==> config.mk <==
export PLATFORM = sky130hd
export DESIGN_NAME = lcp_driver
export DESIGN_NICKNAME = d
export VERILOG_FILES = /design/src/lcp_pkg.sv /design/src/lcp_timing.sv /design/src/lcp_driver.sv
export SDC_FILE = /design/constraint.sdc
export NUM_CORES = 1
export LEC_CHECK = 0
export BUFFER_PORTS_ARGS = -buffer_cell sky130_fd_sc_hd__buf_4
export CAP_MARGIN = 10
export CORE_UTILIZATION = 30
export DETAILED_ROUTE_END_ITERATION = 10
export PLACE_DENSITY_LB_ADDON = 0.08
export SYNTH_ARGS = -nofsm -noshare
export SYNTH_HDL_FRONTEND = slang
export SYNTH_SLANG_ARGS = --single-unit
==> constraint.sdc <==
create_clock -name clk -period 3.6 [get_ports clk]
set_clock_uncertainty 0.1 [all_clocks]
set_input_delay 0.18 -clock clk [delete_from_list [all_inputs] [get_ports clk]]
set_output_delay 0.18 -clock clk [all_outputs]
set_load 0.05 [all_outputs]
==> src/lcp_pkg.sv <==
package lcp_pkg;

  // Register byte addresses on the APB.
  localparam logic [11:0] ADDR_CONTROL   = 12'h000;
  localparam logic [11:0] ADDR_PHASE     = 12'h004;
  localparam logic [11:0] ADDR_IRQ_STAT  = 12'h008;
  localparam logic [11:0] ADDR_IRQ_MASK  = 12'h00c;
  localparam logic [11:0] ADDR_SYS_CTRL  = 12'h010;
  localparam logic [11:0] ADDR_PIX_BASE  = 12'h040;
  localparam int          PIX_REGS       = 16;

  // Field positions of display_control.
  localparam int CTL_EN    = 7;
  localparam int CTL_SLP   = 6;
  localparam int CTL_WRITE_FAILED_FLAG  = 5;
  localparam int CTL_CS_LO = 2;
  localparam int CTL_MX_LO = 0;

  // Field positions of display_phase.
  localparam int PH_WFT    = 7;
  localparam int PH_BIAS   = 6;
  localparam int PH_ACT    = 5;
  localparam int PH_WA     = 4;
  localparam int PH_PS_LO  = 0;

  localparam logic [7:0] CONTROL_RST = 8'h03;
  localparam logic [7:0] PHASE_RST   = 8'h00;
  localparam logic [7:0] CONTROL_WMASK = 8'hcf;
  localparam logic [7:0] PHASE_WMASK   = 8'hcf;

  // Interrupt status bits.
  localparam int IRQ_WRITE_FAILED_FLAG  = 0;
  localparam int IRQ_FRAME = 1;
  localparam int IRQ_W     = 2;

  localparam logic [1:0] CS_SYS  = 2'h0;
  localparam logic [1:0] CS_TMR  = 2'h1;
  localparam logic [8:0] SYS_DIV = 9'h100;

  typedef struct packed {
    logic [7:0] control;
    logic [7:0] phase;
  } lcp_cfg_t;

  typedef struct packed {
    logic [1:0] com_idx;
    logic       phase;
    logic       win;
    logic       active;
    logic       frame_end;
  } lcp_tim_t;

endpackage : lcp_pkg

==> src/lcp_timing.sv <==
`timescale 1ns/1ps
`default_nettype none
module lcp_timing (
  input  wire logic             clk,
  input  wire logic             resetn,
  input  wire logic             run,
  input  wire logic             tick,
  input  wire logic [3:0]       prescale,
  input  wire logic [1:0]       mux,
  input  wire logic             type_b,
  output lcp_pkg::lcp_tim_t     tim
);
  import lcp_pkg::*;

  typedef struct packed {
    logic [3:0] pre;
    logic [1:0] com;
    logic       half;
    logic       fphase;
    lcp_tim_t   o;
  } lcp_tst_t;

  lcp_tst_t s_r;
  lcp_tst_t s_nxt;

  always_comb begin
    s_nxt             = s_r;
    s_nxt.o.frame_end = 1'b0;
    s_nxt.o.active    = run;
    if (!run) begin
      s_nxt.pre  = '0;
      s_nxt.com  = '0;
      s_nxt.half = 1'b0;
    end else if (s_r.com > mux) begin
      // A smaller commons count written mid-frame would leave the slot
      // counter past the last common; restart the frame instead.
      s_nxt.pre  = '0;
      s_nxt.com  = '0;
      s_nxt.half = 1'b0;
    end else if (tick) begin
      // Prescaler divides the selected clock by prescale+1.
      if (s_r.pre == prescale) begin
        s_nxt.pre  = '0;
        s_nxt.half = ~s_r.half;
        if (s_r.half) begin
          if (s_r.com == mux) begin
            s_nxt.com         = '0;
            s_nxt.fphase      = ~s_r.fphase;
            s_nxt.o.frame_end = 1'b1;
          end else begin
            s_nxt.com = s_r.com + 2'h1;
          end
        end
      end else begin
        s_nxt.pre = s_r.pre + 4'h1;
      end
    end
    s_nxt.o.com_idx = s_nxt.com;
    // Type-B flips per frame, Type-A within each common slot.
    s_nxt.o.phase = type_b ? s_nxt.fphase : s_nxt.half;
    // Pixel writes open only in the last common slot's second half, so a
    // frame is never shown half old, half new; idle also allows.
    s_nxt.o.win = !run || (s_nxt.com == mux && s_nxt.half);
  end

  always_ff @(posedge clk) begin
    if (!resetn) begin
      s_r <= '0;
      s_r.o.win <= 1'b1;
    end else begin
      s_r <= s_nxt;
    end
  end

  assign tim = s_r.o;
endmodule : lcp_timing
`default_nettype wire

==> src/lcp_driver.sv <==
// Our own choices: the APB register port and the register offsets.
`timescale 1ns/1ps
`default_nettype none
// How it works
// - Driver runs only while enable bit set
// - Sleep bit set halts driver in sleep
// - Refused pixel write sets sticky failed flag
// - Clock source field picks driver clock
// - Static/four commons: phase write clears bias bit
// - Two/three commons: bias bit picks half/third
// - Commons field sets multiplex, resets four
// - Waveform bit picks Type-A or Type-B
// - Active status shows driver operating
// - Write-allow status shows writes accepted
// - Pixel bit one dark, zero clear
module lcp_driver #(
  parameter int SEGS = 8
) (
  input  wire logic             clk,
  input  wire logic             resetn,
  input  wire logic             psel,
  input  wire logic             penable,
  input  wire logic             pwrite,
  input  wire logic [11:0]      paddr,
  input  wire logic [31:0]      pwdata,
  output logic [31:0]           prdata,
  output logic                  pready,
  output logic                  pslverr,
  input  wire logic             sleep_req,
  input  wire logic             timer_osc,
  input  wire logic             lf_osc,
  output logic [3:0]            com_drive,
  output logic [3:0]            com_en,
  output logic [SEGS-1:0]       seg_dark,
  output logic                  wave_phase,
  output logic [1:0]            bias_sel,
  output logic                  irq
);
  import lcp_pkg::*;

  typedef struct packed {
    lcp_cfg_t   cfg;
    logic [2:0] ist;
    logic [2:0] imask;
    logic       sleep_gate;
    logic [7:0] div;
    logic [2:0] tmr_s;
    logic [2:0] lf_s;
    logic [31:0] rdata;
    logic [3:0]  com;
    logic [3:0]  com_en;
    logic [SEGS-1:0] seg;
    logic        ph;
    logic [1:0]  bias;
    logic [PIX_REGS*SEGS-1:0] pix;
  } lcp_st_t;

  lcp_st_t r;
  lcp_st_t n;
  lcp_tim_t tim;
  logic tick;
  logic run;

  function automatic logic hit(input logic [11:0] a, input logic [11:0] b);
    return a == b;
  endfunction : hit

  wire logic acc   = psel && penable;
  wire logic wr    = acc && pwrite;
  wire logic pix_a = paddr >= ADDR_PIX_BASE &&
                     paddr < ADDR_PIX_BASE + 12'(PIX_REGS * 4);
  wire logic [3:0] pix_i = 4'(paddr[5:2]);
  wire logic [1:0] cs = r.cfg.control[CTL_CS_LO+:2];
  wire logic [1:0] mux = r.cfg.control[CTL_MX_LO+:2];

  // Driver runs when enabled and not parked by sleep.
  assign run = r.cfg.control[CTL_EN] && !r.sleep_gate;

  // System source ticks once per SYS_DIV cycles; timer and LF pins pass two flops, then their rising edge ticks.
  always_comb begin
    if (cs == CS_SYS) begin
      tick = r.div == 8'(SYS_DIV - 9'h1);
    end else if (cs == CS_TMR) begin
      tick = r.tmr_s[1] && !r.tmr_s[2];
    end else begin
      tick = r.lf_s[1] && !r.lf_s[2];
    end
  end

  lcp_timing u_tim (
    .clk      (clk),
    .resetn   (resetn),
    .run      (run),
    .tick     (tick),
    .prescale (r.cfg.phase[PH_PS_LO+:4]),
    .mux      (mux),
    .type_b   (r.cfg.phase[PH_WFT]),
    .tim      (tim)
  );

  always_comb begin
    logic write_failed_flag_set;
    logic [7:0] wv;
    write_failed_flag_set = 1'b0;
    wv       = pwdata[7:0];
    n        = r;
    n.div    = r.div + 8'h1;
    n.tmr_s  = {r.tmr_s[1:0], timer_osc};
    n.lf_s   = {r.lf_s[1:0], lf_osc};
    n.sleep_gate = sleep_req && r.cfg.control[CTL_SLP];
    if (wr) begin
      if (hit(paddr, ADDR_CONTROL)) begin
        n.cfg.control = (r.cfg.control & ~CONTROL_WMASK) | (wv & CONTROL_WMASK);
        // Error flag is clear-only from software.
        n.cfg.control[CTL_WRITE_FAILED_FLAG] = r.cfg.control[CTL_WRITE_FAILED_FLAG] & wv[CTL_WRITE_FAILED_FLAG];
      end
      if (hit(paddr, ADDR_PHASE)) begin
        n.cfg.phase = (r.cfg.phase & ~PHASE_WMASK) | (wv & PHASE_WMASK);
        // Bias bit is forced to zero for static and four commons.
        if (mux == 2'h0 || mux == 2'h3) begin
          n.cfg.phase[PH_BIAS] = 1'b0;
        end
      end
      if (hit(paddr, ADDR_IRQ_STAT)) begin
        n.ist = r.ist & ~pwdata[IRQ_W-1+1:0];
      end
      if (hit(paddr, ADDR_IRQ_MASK)) begin
        n.imask = pwdata[IRQ_W:0];
      end
      if (pix_a) begin
        if (tim.win) begin
          n.pix[pix_i*SEGS+:SEGS] = pwdata[SEGS-1:0];
        end else begin
          write_failed_flag_set = 1'b1;
        end
      end
    end
    // Hardware set wins over a same-cycle software clear.
    if (write_failed_flag_set) begin
      n.cfg.control[CTL_WRITE_FAILED_FLAG] = 1'b1;
      n.ist[IRQ_WRITE_FAILED_FLAG] = 1'b1;
    end
    if (tim.frame_end) begin
      n.ist[IRQ_FRAME] = 1'b1;
    end
    n.cfg.phase[PH_ACT] = tim.active;
    n.cfg.phase[PH_WA]  = tim.win;
    n.rdata = '0;
    if (acc && !pwrite) begin
      if (hit(paddr, ADDR_CONTROL)) n.rdata[7:0] = r.cfg.control;
      if (hit(paddr, ADDR_PHASE))   n.rdata[7:0] = r.cfg.phase;
      if (hit(paddr, ADDR_IRQ_STAT)) n.rdata[IRQ_W:0] = r.ist;
      if (hit(paddr, ADDR_IRQ_MASK)) n.rdata[IRQ_W:0] = r.imask;
      if (pix_a) n.rdata[SEGS-1:0] = r.pix[pix_i*SEGS+:SEGS];
    end
    // Commons beyond the multiplex ratio stay undriven.
    n.com_en = 4'h0;
    for (int i = 0; i < 4; i++) begin
      n.com_en[i] = run && (2'(i) <= mux);
    end
    n.com = '0;
    // The slot index lags a commons write by a cycle; never drive past it.
    n.com[tim.com_idx] = run && (tim.com_idx <= mux);
    // Dark pixel gets the full swing; a zero bit stays clear.
    n.seg = run ? r.pix[{2'h0, tim.com_idx}*SEGS+:SEGS] : '0;
    n.ph  = tim.phase;
    // 00 static, 01 half bias, 10 third bias.
    if (mux == 2'h0) begin
      n.bias = 2'h0;
    end else if (mux != 2'h3 && r.cfg.phase[PH_BIAS]) begin
      n.bias = 2'h1;
    end else begin
      n.bias = 2'h2;
    end
  end

  always_ff @(posedge clk) begin
    if (!resetn) begin
      r <= '0;
      r.cfg.control <= CONTROL_RST;
      r.cfg.phase   <= PHASE_RST;
    end else begin
      r <= n;
    end
  end

  wire logic mapped = hit(paddr, ADDR_CONTROL) || hit(paddr, ADDR_PHASE) ||
                      hit(paddr, ADDR_IRQ_STAT) || hit(paddr, ADDR_IRQ_MASK) || pix_a;

  // Reads need one wait state so the data comes from a flop.
  logic rd_wait_r;
  always_ff @(posedge clk) begin
    if (!resetn) begin
      rd_wait_r <= 1'b0;
    end else begin
      rd_wait_r <= acc && !pwrite && !rd_wait_r;
    end
  end

  assign pready     = acc && (pwrite || rd_wait_r);
  assign pslverr    = pready && !mapped;
  assign prdata     = r.rdata;
  assign com_drive  = r.com;
  assign com_en     = r.com_en;
  assign seg_dark   = r.seg;
  assign wave_phase = r.ph;
  assign bias_sel   = r.bias;
  assign irq        = |(r.ist & r.imask);
endmodule : lcp_driver
`default_nettype wire

==> flow_summary.ini, run 1 <==
[detailed_routing]
drt-wirelength-per-cell_um = 20.3
drtIter0Drc = 342
drc_errors = 0
first_pass_iters = 5
ant_nets = 0
via_per_inst = 4.94
routed_wl_um = 28800
vias = 6989

[die]
num_rows = 64
dieArea_mm2 = 0.0316
ioPinCount = 106
die_w_um = 178
core_mm2 = 0.0305
start_util = 0.304
die_h_um = 178

[placement]
routabilityCongestion = 0.824
portBuffers = 57
post-place-cells = 1356
dpl.hpwl_um = 20200

[global_route]
grt.total_usage = 0.186
grt_remaining_overflow = 0
grt_pass1_wl_um = 43300
grt_antenna_before_repair = 3
grt_start_max_net_pins = 160
grt_pass1_vias = 6742

[synth]
synth_top_area_share = 0.438
synth_async_sr_flop_share = 0
synthTopCellsByArea = dfxtp_1, mux4_2, mux2i_1, nand3_1, o21ai_0
synth_cells = 948
synth-main-ff-cell = dfxtp_1
yosysMostFrequentCell = dfxtp_1
netlist_top_cells_count = dfxtp_1, nand2_1, nand3_1, o21ai_0, mux2i_1
yosys.area.top_type = dfxtp_1
synth_cell_type_count = 58
syn-cell-area_mm2 = 0.00928
yosysSeqAreaShare = 0.438
yosys_warnings = 0
synth-edff-count = 0
postSynthAreaPerCell_um2 = 9.79
synth.ff_latch_count = 203

[worst_setup_path]
cp-end-kind = output pin
r2r.worst_path.cells = 5
arrival_ns = 2.14
required_ns = 3.32
crit_path_max_fanout = 15
worstSetupPathType = in -> out
worstSetupStartpointType = input port

[power]
p_total_mw = 5.08
peakVddDrop_mv = 0.284
p_leak_nw = 4.43
p_per_area_mw_per_mm2 = 464

[finish]
instances_no_fill = 1414
fin_nets = 1069
drive_gt1_frac = 0.186
n_fill_cell = 3145
area_growth_pct = 18.1

[run]
cap_violations = 0

[sta]
setup_violations = 0
slew_headroom = 0.270
hold_viol_final = 0
rsz0062_at_grt = false
fmax_ghz = 0.413
fin_crit_ns = 2.42
fin_tns_setup_ns = 0
period_share = 0.672
finalMaxSlewViolations = 0
tightest_slew_ns = 1.09

[clock_network]
clock_latency_ns = 0.53
cts_resized = 0
post-cts-setup-buffers = 0
numClockSinks = 203
cts_tree = built
clk_path_buf_depth = 3
htreeDepth = 1
clkTransAtPathRegs_ns = 0.06
cts_buffers = 25
cts_root_buf = clkbuf_16

[worst_hold_path]
whs_path_depth = 5
worstHoldPathType = in -> reg

[status]
status = finished, final reports clean
worst max-delay path, stage by stage:
cell     delay (ns)
buf_4          0.25
inv_1          0.12
ha_1           0.31
buf_4          0.22
or4_1          0.52
a21oi_1        0.18
o31a_1         0.13
buf_4          0.19
cells by family after synthesis:
kind of cell	count (synthesis)	share of synthesized area
AOI/OAI and AO/OA	155	0.104
xor gates and xnor gates	16	0.0151
adders and majority gates	16	0.0216
buffers and inverters	119	0.0702
DFF	203	0.438
muxes	95	0.156
other	1	0.000404
and+or+nand+nor	343	0.195
worst paths after layout:
kind	start	to	slack (ns)
max	paddr[2]	pslverr	1.18
min	paddr[0]	r[202]$_SDFFE_PN0P_	0.06
max reg2reg	r[203]$_SDFFE_PN0P_	u_tim.tim[3]$_SDFF_PN0_	1.32
min reg2reg	n[180]$_SDFF_PN0_	n[181]$_SDFF_PN0_	0.33
timing repair:
action                                  in CTS  in global routing
hold buffers                                14                  0
endpoints found under the setup margin       0                  0
endpoints found under the hold margin      104                  0
metal layers:
metal	vias up	share of wire	track usage
li1	3434	-	-
met2	158	0.46	0.303
met4	0	0.019	0.0413
met1	3360	0.48	0.261
met3	37	0.036	0.0221
met5	-	0	0
layout by cell type (no fill, tap or decap), drive strengths merged, types with 10 or more instances in the layout:
master       count
o21ai           83
and3            22
dfxtp          203
buf             98
ha              16
xor2            10
inv             12
nor2            30
nor2b           36
a22o            16
dlygate4sd3     14
o21a            11
nand2           98
conb            24
and2            20
nand3           91
mux2i           55
mux4            40
clkbuf          38
a21oi           11
power by group:
part           internal [mW]  switching (mW)
combinational         0.0856           0.223
sequential              2.25         0.00287
clock                   1.52           0.995
layout make-up:
cell class                      instances  area, µm²  share of cell area
Antenna cell                            1       2.50            0.000228
Clock buffer                           38        764              0.0697
Clock inverter                          5       57.6             0.00525
Inverter                               10       37.5             0.00342
Multi-Input combinational cell        649       4650               0.424
Sequential cell                       203       4060               0.371
Tap cell                              396        495              0.0452
Timing Repair Buffer                  112        888              0.0810
registers in the layout (all words and copies together), names as in the netlist:
| register | flops |
|---|---|
| prdata | 8 |
| u_tim.tim | 3 |
| com_en | 4 |
| com_drive | 4 |
| mux | 2 |
| cs | 2 |
| u_tim.s_r | 8 |
| wave_phase | 1 |
| seg_dark | 8 |
| bias_sel | 2 |
| rd_wait_r | 1 |
| n | 4 |
| r | 156 |
per-stage QoR:
step / util / area, µm² / setup slack, ns / hold slack (ns)
2_1_floorplan: - / 9370 / 1.02 / 0.159
3_3_place_gp: 0.328 / 10000 / 0.975 / 0.294
3_5_place_dp: 0.328 / 10000 / 0.996 / 0.295
4_1_cts: 0.359 / 11000 / 1.18 / 0.0365
5_1_grt: 0.359 / 11000 / 1.04 / 0.0742
6_report: 0.359 / 11000 / 1.18 / 0.0600
(Power assumes the default switching activity.)
==> inputs of run 2 (changes only) <==
Clock period 3.6 ns to 2.2 ns, I/O delays scaled along.
==> run 2 against run 1 <==
Compared with the run above: power grew 62%; via count rose by 2.8%; wire length increased by 5.6%; sequential power rose by 63%; sequential share of layout area fell by 1.0 points; utilization is 1.0 points higher; clock-buffer cell count fell by 3; critical path type unchanged; critical endpoint unchanged; largest cell class unchanged.
==> flow_summary.ini, run 2 (synthesized netlist as in run 1, its figures left out) <==
[finish]
final_common_cell = dfxtp_1
fin_nets = 1100
fin_util = 0.369
regMostFlops = r
antenna_cells = 0
area_growth_pct = 21.4
multiInputGateArea_mm2 = 0.00466
seqCellArea_mm2 = 0.00406
final_area_mm2 = 0.0113
n_fill_cell = 3105
layout_common_cells = dfxtp_1, buf_4, nand2_1
largest_register_ffs = 156
drive_gt1_frac = 0.214
instances_no_fill = 1446

[placement]
placed_area_mm2 = 0.0103
portBuffers = 57
dpl.hpwl_um = 20700
post-place-cells = 1387
routabilityCongestion = 0.790

[worst_setup_path]
required_ns = 1.99
reg2reg_from = r[185]$_SDFF_PN0_
path_cells = dlygate4sd3_1 > buf_4 > nor4b_4 > a21oi_1 > o31a_2 > buf_4
crit_path_max_fanout = 6
max_stage_delay_ns = 0.54
r2r_slack_ns = 0.17
r2r.worst_path.cells = 7
cpMostUsedCell = buf_4
crit_family = buffers and inverters
slowest_stage = dlygate4sd3_1
worstSetupStartpointType = input port
arrival_ns = 1.84
cp-end-kind = output pin
regToRegEndpoint = u_tim.tim[3]$_SDFF_PN0_
worstSetupPathType = in -> out
cp_num_buf_inv = 3

[die]
die_h_um = 178
num_rows = 64
core_mm2 = 0.0305
dieArea_mm2 = 0.0316
ioPinCount = 106
start_util = 0.304
die_w_um = 178

[sta]
setup_violations = 0
whs_ns = 0.0313
hold_viol_final = 0
rsz0062_at_grt = false
tightest_slew_ns = 0.874
fmax_ghz = 0.489
finalMaxSlewViolations = 0
slew_headroom = 0.415
fin_crit_ns = 2.05
period_share = 0.930
fin_tns_setup_ns = 0

[clock_network]
clk_path_buf_depth = 3
cts_buffers = 25
post-cts-setup-buffers = 0
htreeDepth = 1
cts_root_buf = clkbuf_16
clock_latency_ns = 0.53
clkTransAtPathRegs_ns = 0.06
cts_tree = built
numClockSinks = 203

[global_route]
grt_antenna_before_repair = 0
grt_pass1_wl_um = 45900
grt_start_max_net_pins = 109
grt_pass1_vias = 7081
grt_remaining_overflow = 0
grt.total_usage = 0.198

[detailed_routing]
drtIter0Drc = 498
vias = 7187
drt-wirelength-per-cell_um = 21.0
routed_wl_um = 30400
first_pass_iters = 5
drc_errors = 0
ant_nets = 0
via_per_inst = 4.97

[worst_hold_path]
min_to = r[206]$_SDFFE_PN0P_
worstHoldPathType = in -> reg
worstHoldStart = paddr[0]
whs_path_depth = 5

[power]
peakVddDrop_mv = 0.444
p_per_area_mw_per_mm2 = 733
p_leak_nw = 4.63

[status]
status = finished, final reports clean

[run]
cap_violations = 0
run 2: cell count changes in the layout (fill, tap and decap cells not counted), moves of 2 or more:
cell      before  now
buf_4         97  121
clkinv_2       2    8
buf_12         1    8
inv_6          2    0
clkbuf_8       9    6
run 2: metrics by stage:
stage | setup slack (ns) | power [mW]
after global routing | 0.0306 | 8.57
final | 0.154 | 8.26
after detailed placement | 0.0419 | 4.30
after floorplan | 0.00228 | 4.13
after CTS | 0.147 | 8.39
after global placement | 0.0165 | 4.30
run 2: routing by layer:
metal	up-vias	routed length, µm	track usage
li1	3495	-	-
met1	3493	14800	0.280
met2	157	13700	0.315
met3	42	1180	0.0285
met4	0	692	0.0495
met5	-	0	0
run 2: what timing repair did:
| item | 4_1_cts | 5_1_grt |
|---|---|---|
| hold endpoints to repair | 128 | 0 |
| gates resized for setup | 0 | 0 |
| hold buffers | 14 | 0 |
run 2: power by group:
part           switching (mW)  total, mW  internal [mW]
Clock                    1.62       4.02           2.40
Combinational           0.379      0.545          0.166
Sequential            0.00459       3.69           3.69
Total                    2.01       8.26           6.25
run 2: cell type report:
cell class / count / area share
multi-input combinational: 649 / 0.414
tap: 396 / 0.0440
timing repair buffer: 143 / 0.107
clock inverter: 10 / 0.00700
inverter: 10 / 0.00333
clock buffer: 35 / 0.0642
sequential: 203 / 0.361
run 2: how the worst max path moves through the flow:
stage,startpoint,endpoint,slack (ns),cells after the start
final,paddr[1],pslverr,0.15,6
after global routing,mux[1]$_SDFFE_PN1P_,u_tim.s_r[8]$_SDFF_PN0_,0.03,7
after CTS,paddr[1],pslverr,0.15,6
after detailed placement,paddr[3],r[86]$_SDFFE_PN0P_,0.04,8
after global placement,paddr[4],r[84]$_SDFFE_PN0P_,0.02,8
after floorplan,paddr[2],r[6]$_SDFFE_PN0P_,0.002,12
run 2: tightest hold or removal path, cell delays in order:
cell	delay, ns
buf_4	0.11
nor4b_4	0.06
nand4_2	0.14
or2_2	0.12
a21boi_0	0.06
